File: config.mk
export PLATFORM = sky130hd
export DESIGN_NAME = stc_classifier
export DESIGN_NICKNAME = d
export VERILOG_FILES = /design/src/stc_classifier.v /design/src/stc_target_check.v
export VERILOG_INCLUDE_DIRS = /design/src
export SDC_FILE = /design/constraint.sdc
export NUM_CORES = 1
export LEC_CHECK = 0
export ABC_AREA = 1
export BUFFER_PORTS_ARGS = -buffer_cell sky130_fd_sc_hd__buf_2
export CAP_MARGIN = 20
export CORE_AREA = 2 2 179 181
export DETAILED_ROUTE_END_ITERATION = 7
export DIE_AREA = 0 0 181 183
export HOLD_SLACK_MARGIN = 0.08
export PLACE_DENSITY_LB_ADDON = 0.12
export SYNTH_ARGS = -nofsm -noshare
export SYNTH_HDL_FRONTEND = slang
export SYNTH_HIERARCHICAL = 1
export SYNTH_SLANG_ARGS = --single-unit
File: constraint.sdc
create_clock -name clk_sys -period 2.3 [get_ports clk_sys]
set_clock_uncertainty 0.2 [all_clocks]
set_input_delay 0.115 -clock clk_sys [delete_from_list [all_inputs] [get_ports clk_sys]]
set_output_delay 0.115 -clock clk_sys [all_outputs]
set_load 0.01 [all_outputs]
File: src/stc_defs.vh
/*
  Constants for the security transition and fault classifier: handler
  indices, flag positions within each status group, marker patterns and
  reset values. Assumes it is included by the classifier, its checker and its bench; the target check does not use it.
*/
// Functional notes
// - Secure to Non-secure needs NS branch or NS call, lsb clear.
// - Callable Secure target needs secure gateway instruction.
// - Non-callable Secure target from Non-secure always faults.
// - NS call loads marker, pushes return address, status.
// - Marker written to PC starts function return.
// - Function return restores PC and status from stack.
// - Any other change, including sequential crossing, faults.
// - Vector read bus error: severe handler, vector flag.
// - Escalated fault: severe handler, escalated flag.
// - Protection mismatch: protection handler, five cause flags.
// - Execute-never fetch sets instruction access flag always.
// - Bus errors: bus handler, six cause flags.
// - Coprocessor, undefined, state, return value: usage flags.
// - Unaligned, stack overflow, divide by zero: usage flags.
// - Security fault records cause in seven flags.
// - Top byte all ones marks exception return.
`ifndef STC_DEFS_VH
`define STC_DEFS_VH

// Handler indices on the fault take vector.
`define STC_H_SEVERE 0
`define STC_H_PROTECT 1
`define STC_H_BUS 2
`define STC_H_USAGE 3
`define STC_H_SECURE 4
`define STC_NUM_H 5

// Severe handler flags.
`define STC_HF_VECTOR 0
`define STC_HF_ESCAL 1
// Protection flags.
`define STC_MF_INSTR 0
`define STC_MF_DATA 1
`define STC_MF_STACK 2
`define STC_MF_UNSTACK 3
`define STC_MF_LAZYFP 4
// Bus error flags.
`define STC_BF_STACK 0
`define STC_BF_UNSTACK 1
`define STC_BF_PREFETCH 2
`define STC_BF_LAZYFP 3
`define STC_BF_EXACT 4
`define STC_BF_INEXACT 5
// Usage flags.
`define STC_UF_COPROC 0
`define STC_UF_UNDEF 1
`define STC_UF_STATE 2
`define STC_UF_RETVAL 3
`define STC_UF_UNALIGN 4
`define STC_UF_STKOVF 5
`define STC_UF_DIVZERO 6
// Security violation flags.
`define STC_SF_LAZYSTATE 0
`define STC_SF_LAZYPRES 1
`define STC_SF_INVALID_TRANSITION_FLAG 2
`define STC_SF_ATTRIB 3
`define STC_SF_EXCRET 4
`define STC_SF_INTEGRITY 5
`define STC_SF_ENTRY 6

// Exception return prefix lives in the top byte of the PC value.
`define STC_EXCRET_HI 31
`define STC_EXCRET_LO 24
`define STC_EXCRET_PREFIX 8'hff
// Neutral default for the function return marker.
`define STC_FNRET_MARKER 32'hfe00_0000
// State after reset: the core comes out of reset in Secure state.
`define STC_RST_SECURE 1'b1

`endif

File: src/stc_classifier.v
/*
  Security transition and fault classifier. Checks each flow change for a
  legal security state move, runs the Secure-to-Non-secure call and return
  sequence, and sorts fault causes into five handlers with sticky flags.
  Assumes all inputs come from logic on clk_sys, event inputs are one-cycle
  pulses, and the Secure stack answers a pop request some cycles later.
*/
`timescale 1ns/100ps
`default_nettype none
`include "stc_defs.vh"
module stc_classifier (
  // Clock and reset
  input wire clk_sys,
  input wire reset,
  // Flow change from the execute pipeline
  input wire br_valid,
  input wire br_sequential,
  input wire br_ns_branch,
  input wire br_ns_call,
  input wire [31:0] br_target,
  input wire br_tgt_secure,
  input wire br_tgt_callable,
  input wire br_tgt_gateway,
  input wire [31:0] br_return_addr,
  input wire [31:0] cur_status_word,
  // Writes of a loaded or register value to the PC
  input wire pcw_valid,
  input wire pcw_pop_multi,
  input wire pcw_load,
  input wire pcw_reg_branch,
  input wire [31:0] pcw_value,
  // Secure stack pop answer
  input wire stk_pop_valid,
  input wire [31:0] stk_pop_pc,
  input wire [31:0] stk_pop_status,
  // Raw fault causes
  input wire vec_read_bus_err,
  input wire fault_escalated,
  input wire [4:0] protect_mismatch,
  input wire xn_fetch,
  input wire [5:0] bus_err,
  input wire [6:0] usage_err,
  input wire [6:0] secure_err,
  // Flag clears, one bit per flag
  input wire [1:0] clr_severe,
  input wire [4:0] clr_protect,
  input wire [5:0] clr_bus,
  input wire [6:0] clr_usage,
  input wire [6:0] clr_secure,
  // Security state and call sequence outputs
  output reg secure_state_q,
  output reg lr_load_q,
  output reg [31:0] lr_value_q,
  output reg stk_push_q,
  output reg [31:0] stk_push_addr_q,
  output reg [31:0] stk_push_status_q,
  output reg stk_pop_req_q,
  output reg restore_valid_q,
  output reg [31:0] restore_pc_q,
  output reg [31:0] restore_status_q,
  output reg exception_return_marker_q,
  // Fault classification outputs
  output reg [`STC_NUM_H-1:0] fault_take_q,
  output reg [1:0] severe_flags_q,
  output reg [4:0] protect_flags_q,
  output reg [5:0] bus_flags_q,
  output reg [6:0] usage_flags_q,
  output reg [6:0] secure_flags_q
);
  localparam [1:0] ST_RUN = 2'h0;
  localparam [1:0] ST_POP = 2'h1;

  reg [1:0] state_q;
  reg [1:0] state_d;
  wire chk_next_secure;
  wire chk_bad_tran;
  wire chk_bad_entry;
  wire pcw_any;
  wire is_exc_ret;
  wire is_fn_ret;
  wire [6:0] sec_set;
  wire [4:0] prot_set;
  wire [1:0] sev_set;

  // Sticky flag update where a fresh event beats a clear in the same cycle.
  function [6:0] sticky;
    input [6:0] cur;
    input [6:0] set;
    input [6:0] clr;
    begin
      sticky = set | (cur & ~clr);
    end
  endfunction

  stc_target_check u_check (
    .cur_secure(secure_state_q),
    .tgt_secure(br_tgt_secure),
    .tgt_callable(br_tgt_callable),
    .tgt_lsb(br_target[0]),
    .tgt_has_gateway(br_tgt_gateway),
    .is_ns_branch(br_ns_branch),
    .is_ns_call(br_ns_call),
    .is_sequential(br_sequential),
    .next_secure(chk_next_secure),
    .bad_transition(chk_bad_tran),
    .bad_entry(chk_bad_entry)
  );

  assign pcw_any = pcw_valid && (pcw_pop_multi || pcw_load || pcw_reg_branch);
  // The prefix test comes first so an exception return is never a function return.
  assign is_exc_ret = pcw_any &&
    (pcw_value[`STC_EXCRET_HI:`STC_EXCRET_LO] == `STC_EXCRET_PREFIX);
  assign is_fn_ret = pcw_any && !is_exc_ret && !secure_state_q &&
    (pcw_value == `STC_FNRET_MARKER) && (state_q == ST_RUN);

  // Gateway and transition causes join the externally reported ones.
  assign sec_set = secure_err |
    ({6'h00, br_valid & chk_bad_entry} << `STC_SF_ENTRY) |
    ({6'h00, br_valid & chk_bad_tran} << `STC_SF_INVALID_TRANSITION_FLAG);
  // Execute-never fetch does not depend on a protection unit being present.
  assign prot_set = protect_mismatch | ({4'h0, xn_fetch} << `STC_MF_INSTR);
  assign sev_set = ({1'b0, vec_read_bus_err} << `STC_HF_VECTOR) |
    ({1'b0, fault_escalated} << `STC_HF_ESCAL);

  always @* begin
    state_d = state_q;
    case (state_q)
      ST_RUN: begin
        if (is_fn_ret) begin
          state_d = ST_POP;
        end
      end
      ST_POP: begin
        if (stk_pop_valid) begin
          state_d = ST_RUN;
        end
      end
      default: begin
        state_d = ST_RUN;
      end
    endcase
  end

  always @(posedge clk_sys) begin
    if (reset) begin
      state_q <= ST_RUN;
      secure_state_q <= `STC_RST_SECURE;
      lr_load_q <= 1'b0;
      lr_value_q <= 32'h0000_0000;
      stk_push_q <= 1'b0;
      stk_push_addr_q <= 32'h0000_0000;
      stk_push_status_q <= 32'h0000_0000;
      stk_pop_req_q <= 1'b0;
      restore_valid_q <= 1'b0;
      restore_pc_q <= 32'h0000_0000;
      restore_status_q <= 32'h0000_0000;
      exception_return_marker_q <= 1'b0;
    end else begin
      state_q <= state_d;
      lr_load_q <= 1'b0;
      stk_push_q <= 1'b0;
      stk_pop_req_q <= is_fn_ret;
      restore_valid_q <= 1'b0;
      exception_return_marker_q <= is_exc_ret;
      if (br_valid && !chk_bad_tran && !chk_bad_entry) begin
        secure_state_q <= chk_next_secure;
      end
      if (br_valid && br_ns_call && secure_state_q && !chk_bad_tran) begin
        lr_load_q <= 1'b1;
        lr_value_q <= `STC_FNRET_MARKER;
        stk_push_q <= 1'b1;
        stk_push_addr_q <= br_return_addr;
        stk_push_status_q <= cur_status_word;
      end
      if (state_q == ST_POP && stk_pop_valid) begin
        restore_valid_q <= 1'b1;
        restore_pc_q <= stk_pop_pc;
        restore_status_q <= stk_pop_status;
        secure_state_q <= 1'b1;
      end
    end
  end

  // Flags and handler pulses. A handler fires in the cycle after any cause.
  always @(posedge clk_sys) begin
    if (reset) begin
      fault_take_q <= {`STC_NUM_H{1'b0}};
      severe_flags_q <= 2'h0;
      protect_flags_q <= 5'h00;
      bus_flags_q <= 6'h00;
      usage_flags_q <= 7'h00;
      secure_flags_q <= 7'h00;
    end else begin
      severe_flags_q <= sticky({5'h00, severe_flags_q}, {5'h00, sev_set},
        {5'h00, clr_severe})[1:0];
      protect_flags_q <= sticky({2'h0, protect_flags_q}, {2'h0, prot_set},
        {2'h0, clr_protect})[4:0];
      bus_flags_q <= sticky({1'b0, bus_flags_q}, {1'b0, bus_err},
        {1'b0, clr_bus})[5:0];
      usage_flags_q <= sticky(usage_flags_q, usage_err, clr_usage);
      secure_flags_q <= sticky(secure_flags_q, sec_set, clr_secure);
      fault_take_q[`STC_H_SEVERE] <= |sev_set;
      fault_take_q[`STC_H_PROTECT] <= |prot_set;
      fault_take_q[`STC_H_BUS] <= |bus_err;
      fault_take_q[`STC_H_USAGE] <= |usage_err;
      fault_take_q[`STC_H_SECURE] <= |sec_set;
    end
  end
endmodule
`default_nettype wire

File: src/stc_target_check.v
/*
  Combinational legality check of one change of program flow between
  security states. Assumes the attribution lookup result and the gateway
  detection at the target are valid whenever the check is requested.
*/
`timescale 1ns/100ps
`default_nettype none
module stc_target_check (
  // Current state and target attribution
  input wire cur_secure,
  input wire tgt_secure,
  input wire tgt_callable,
  input wire tgt_lsb,
  input wire tgt_has_gateway,
  // Kind of flow change
  input wire is_ns_branch,
  input wire is_ns_call,
  input wire is_sequential,
  // Verdict
  output reg next_secure,
  output reg bad_transition,
  output reg bad_entry
);
  always @* begin
    next_secure = cur_secure;
    bad_transition = 1'b0;
    bad_entry = 1'b0;
    if (cur_secure && !tgt_secure) begin
      if (is_sequential) begin
        bad_transition = 1'b1;
      end else if ((is_ns_branch || is_ns_call) && !tgt_lsb) begin
        next_secure = 1'b0;
      end else begin
        bad_transition = 1'b1;
      end
    end else if (!cur_secure && tgt_secure) begin
      if (is_sequential) begin
        bad_transition = 1'b1;
      end else if (!tgt_callable) begin
        bad_transition = 1'b1;
      end else if (tgt_has_gateway) begin
        next_secure = 1'b1;
      end else begin
        bad_entry = 1'b1;
      end
    end
  end
endmodule
`default_nettype wire

==> summary.txt <==
Global route
  • Grt total ovfl: 0
  • Vias in the first global route: 7,090
  • Pin count of the biggest net entering global routing: 67
  • First-pass GRT wire length: 36,300 um
  • Tot GR Track Use: 13.9%
  • Initial antenna violation count: 2

Run
  • Max cap viols: 0

Drt
  • Routed WL per cell: 13.7 um
  • Starting DRC count in detailed routing: 203
  • DRC: 0
  • DR top layer: met5
  • Wire length on met3: 1600 um
  • Drt via density: 3.98
  • Antenna-violating nets left: 0
  • Post-Route M1 WL: ~9400 um
  • DR WL met2: 11,900 um
  • Final wirelength: 23,600 um
  • Via Count: 6,857
  • Drt pass-1 iters: 4

Layout
  • Layout Nets: 1,567
  • Fill cell count: 3,284
  • Commonest non-fill, non-tap cells in the layout: buf_2 (402), dlygate4sd3_1 (239), nor2_1 (172)
  • Fin area: 0.0112 mm^2
  • Final design utilization: 36.0%
  • Area delta synth->final: 86.2%
  • Fraction of layout cells with a size suffix above 1: 34.5%
  • Non-Filler Instances: 1,721
  • Most common cell after layout, fill and taps aside: buf_2

Min path
  • Hold Path Class: in2reg
  • Hold path cells: 8
  • HP Start: pcw_value[17]
  • Hold Path Sink: stk_pop_req_q

Timing
  • Unrepaired setup endpoints after global routing: false
  • Final hold slack: 95.3 ps
  • Final Hold Fails: 0
  • Final TNS setup: 0 ps
  • Final period util: 93.2%
  • Fmax achieved: 466 MHz
  • PnR worst setup slack: 156 ps
  • Pins Over Slew Limit: 0
  • Minimum clock period after layout: approximately 2100 ps
  • Final setup fails: 0

Floorplan
  • Core Box Area: 0.0312 mm^2
  • Die area: ~0.033 mm^2
  • Die X: around 180 um
  • Row Count: 65
  • Die Y: 183 um
  • I/O pin count: around 460
  • Initial Util: approximately a fifth

Pwr
  • PwrDens: 636 mW/mm^2
  • Tot Pwr: 7.15 mW
  • Leak: 5.61 nW
  • Peak VDD IR: between 400 and 500 uV

Clock tree
  • Worst skew pair latency: 430 ps
  • CTS root buf: clkbuf_16
  • Clock tree buffer depth: 2
  • Clk pin slew, worst setup/hold paths: 70 ps
  • CTS Buf Count: 17
  • Setup bufs post-CTS: 0
  • Clk sinks: 167
  • TritonCTS clock tree: built
  • Htree depth: 4

Worst setup path
  • Setup CP Type: in2reg
  • R2r endpoint: secure_state_q
  • CP Data Required Time: 2430 ps
  • CP Capture Type: flop
  • Type of origin of the critical path: primary input
  • R2R Setup Slk: 180 ps
  • R2R depth: 8
  • CP arrival: approximately 2300 ps
  • Maximum fanout along the worst path: 2
  • Crit Reg-Reg Startpoint: secure_state_q

Placement
  • Buffers on Ports: approximately 400
  • Routability congestion estimate: 0.775
  • Placement Setup Slack: 422 ps
  • Placed insts: 1,450
  • Final HPWL DP: between 15,000 and 20,000 um
  • DP Area: roughly 0.008 mm^2

Synth
  • Yosys reg bits: 167
  • Synth Flop Type: dfxtp_1
  • Number of synthesized flops with an enable pin: 0
  • Netlist cell types: 26
  • Ys async rst share: 0%
  • Cells after Synth: 684
  • Ys Warns: 6
  • Synthesized cell area: between 0.006 and 0.007 mm^2
  • Synthesized area per cell: 8.83 um^2
  • Sequential-to-total area share from yosys stat: between 50% and 60%

Run status
  • Outcome: complete, no violations
final cells by class:
cell class                 instances  area [um^2]  share of cell area [%]
timing repair buffer             650         4520                    40.2
antenna                            1         2.50                  0.0223
tap                              402          503                    4.47
sequential                       167         3340                    29.7
clock buffer                      19          443                    3.94
multi-input combinational        416         2070                    18.4
clock inverter                    12          153                    1.36
inverter                          54          203                    1.80
worst max-delay path, stage by stage:
cell,delay [ps]
dlygate4sd3_1,530
buf_2,120
inv_1,70
nand2_1,50
dlygate4sd3_1,550
nor4_1,180
a21oi_1,100
dlygate4sd3_1,560
power breakdown:
group	switching (mW)	leakage, nW	internal [mW]
clock	1.24	0.293	1.73
sequential	0.0579	1.36	3.01
combinational	0.496	3.96	0.614
per-layer routing:
metal	vias up	GRT usage, %
met5	-	0
met4	2	5.92
met3	35	4.55
met2	274	25.0
met1	3130	15.1
li1	3416	-
how the worst max path moves through the flow:
| stage | startpoint | to | slack [ps] |
|---|---|---|---|
| 4_1_cts | pcw_value[14] | stk_pop_req_q | 30 |
| 3_3_place_gp | secure_state_q | stk_push_addr_q[6] | 470 |
| 5_1_grt | secure_state_q | secure_state_q | 40 |
| 3_5_place_dp | secure_state_q | stk_push_addr_q[31] | 420 |
| 2_1_floorplan | secure_state_q | stk_push_addr_q[31] | 610 |
| 6_report | secure_err[5] | fault_take_q[4] | 160 |
flip-flops by register name, summed over array words and instances, names as in the netlist, 2 cells and up:
name	cells
bus_flags_q	6
stk_push_addr_q	32
severe_flags_q	2
fault_take_q	5
restore_status_q	32
restore_pc_q	32
protect_flags_q	5
secure_flags_q	7
usage_flags_q	7
stk_push_status_q	32
timing repair:
action / in CTS / in global routing
gates resized for setup: 0 / 4
hold buffers: 241 / 3
endpoints found under the setup margin: 0 / 2
hold endpoints to repair: 167 / 2
cells in the mapped netlist, drive strengths merged, types with 2 or more instances:
master,count,area share (%)
nor2,176,11
a22o,64,9.3
a21oi,30,2.5
inv,54,3.4
nor4,2,0.21
nor3,3,0.33
o21ai,65,5.4
nand2,38,2.4
dfxtp,167,55
nand3,7,0.66
nand4,3,0.31
buf,59,7.9
clkbuf,12,0.77
kinds of logic after synthesis:
family          Yosys count  share of synthesized area [%]
other cells               1                         0.0621
compound gates          162                           17.5
simple gates            229                           15.0
buf+inv                 125                           12.0
flops                   167                           55.4
(Power assumes the default switching activity.)
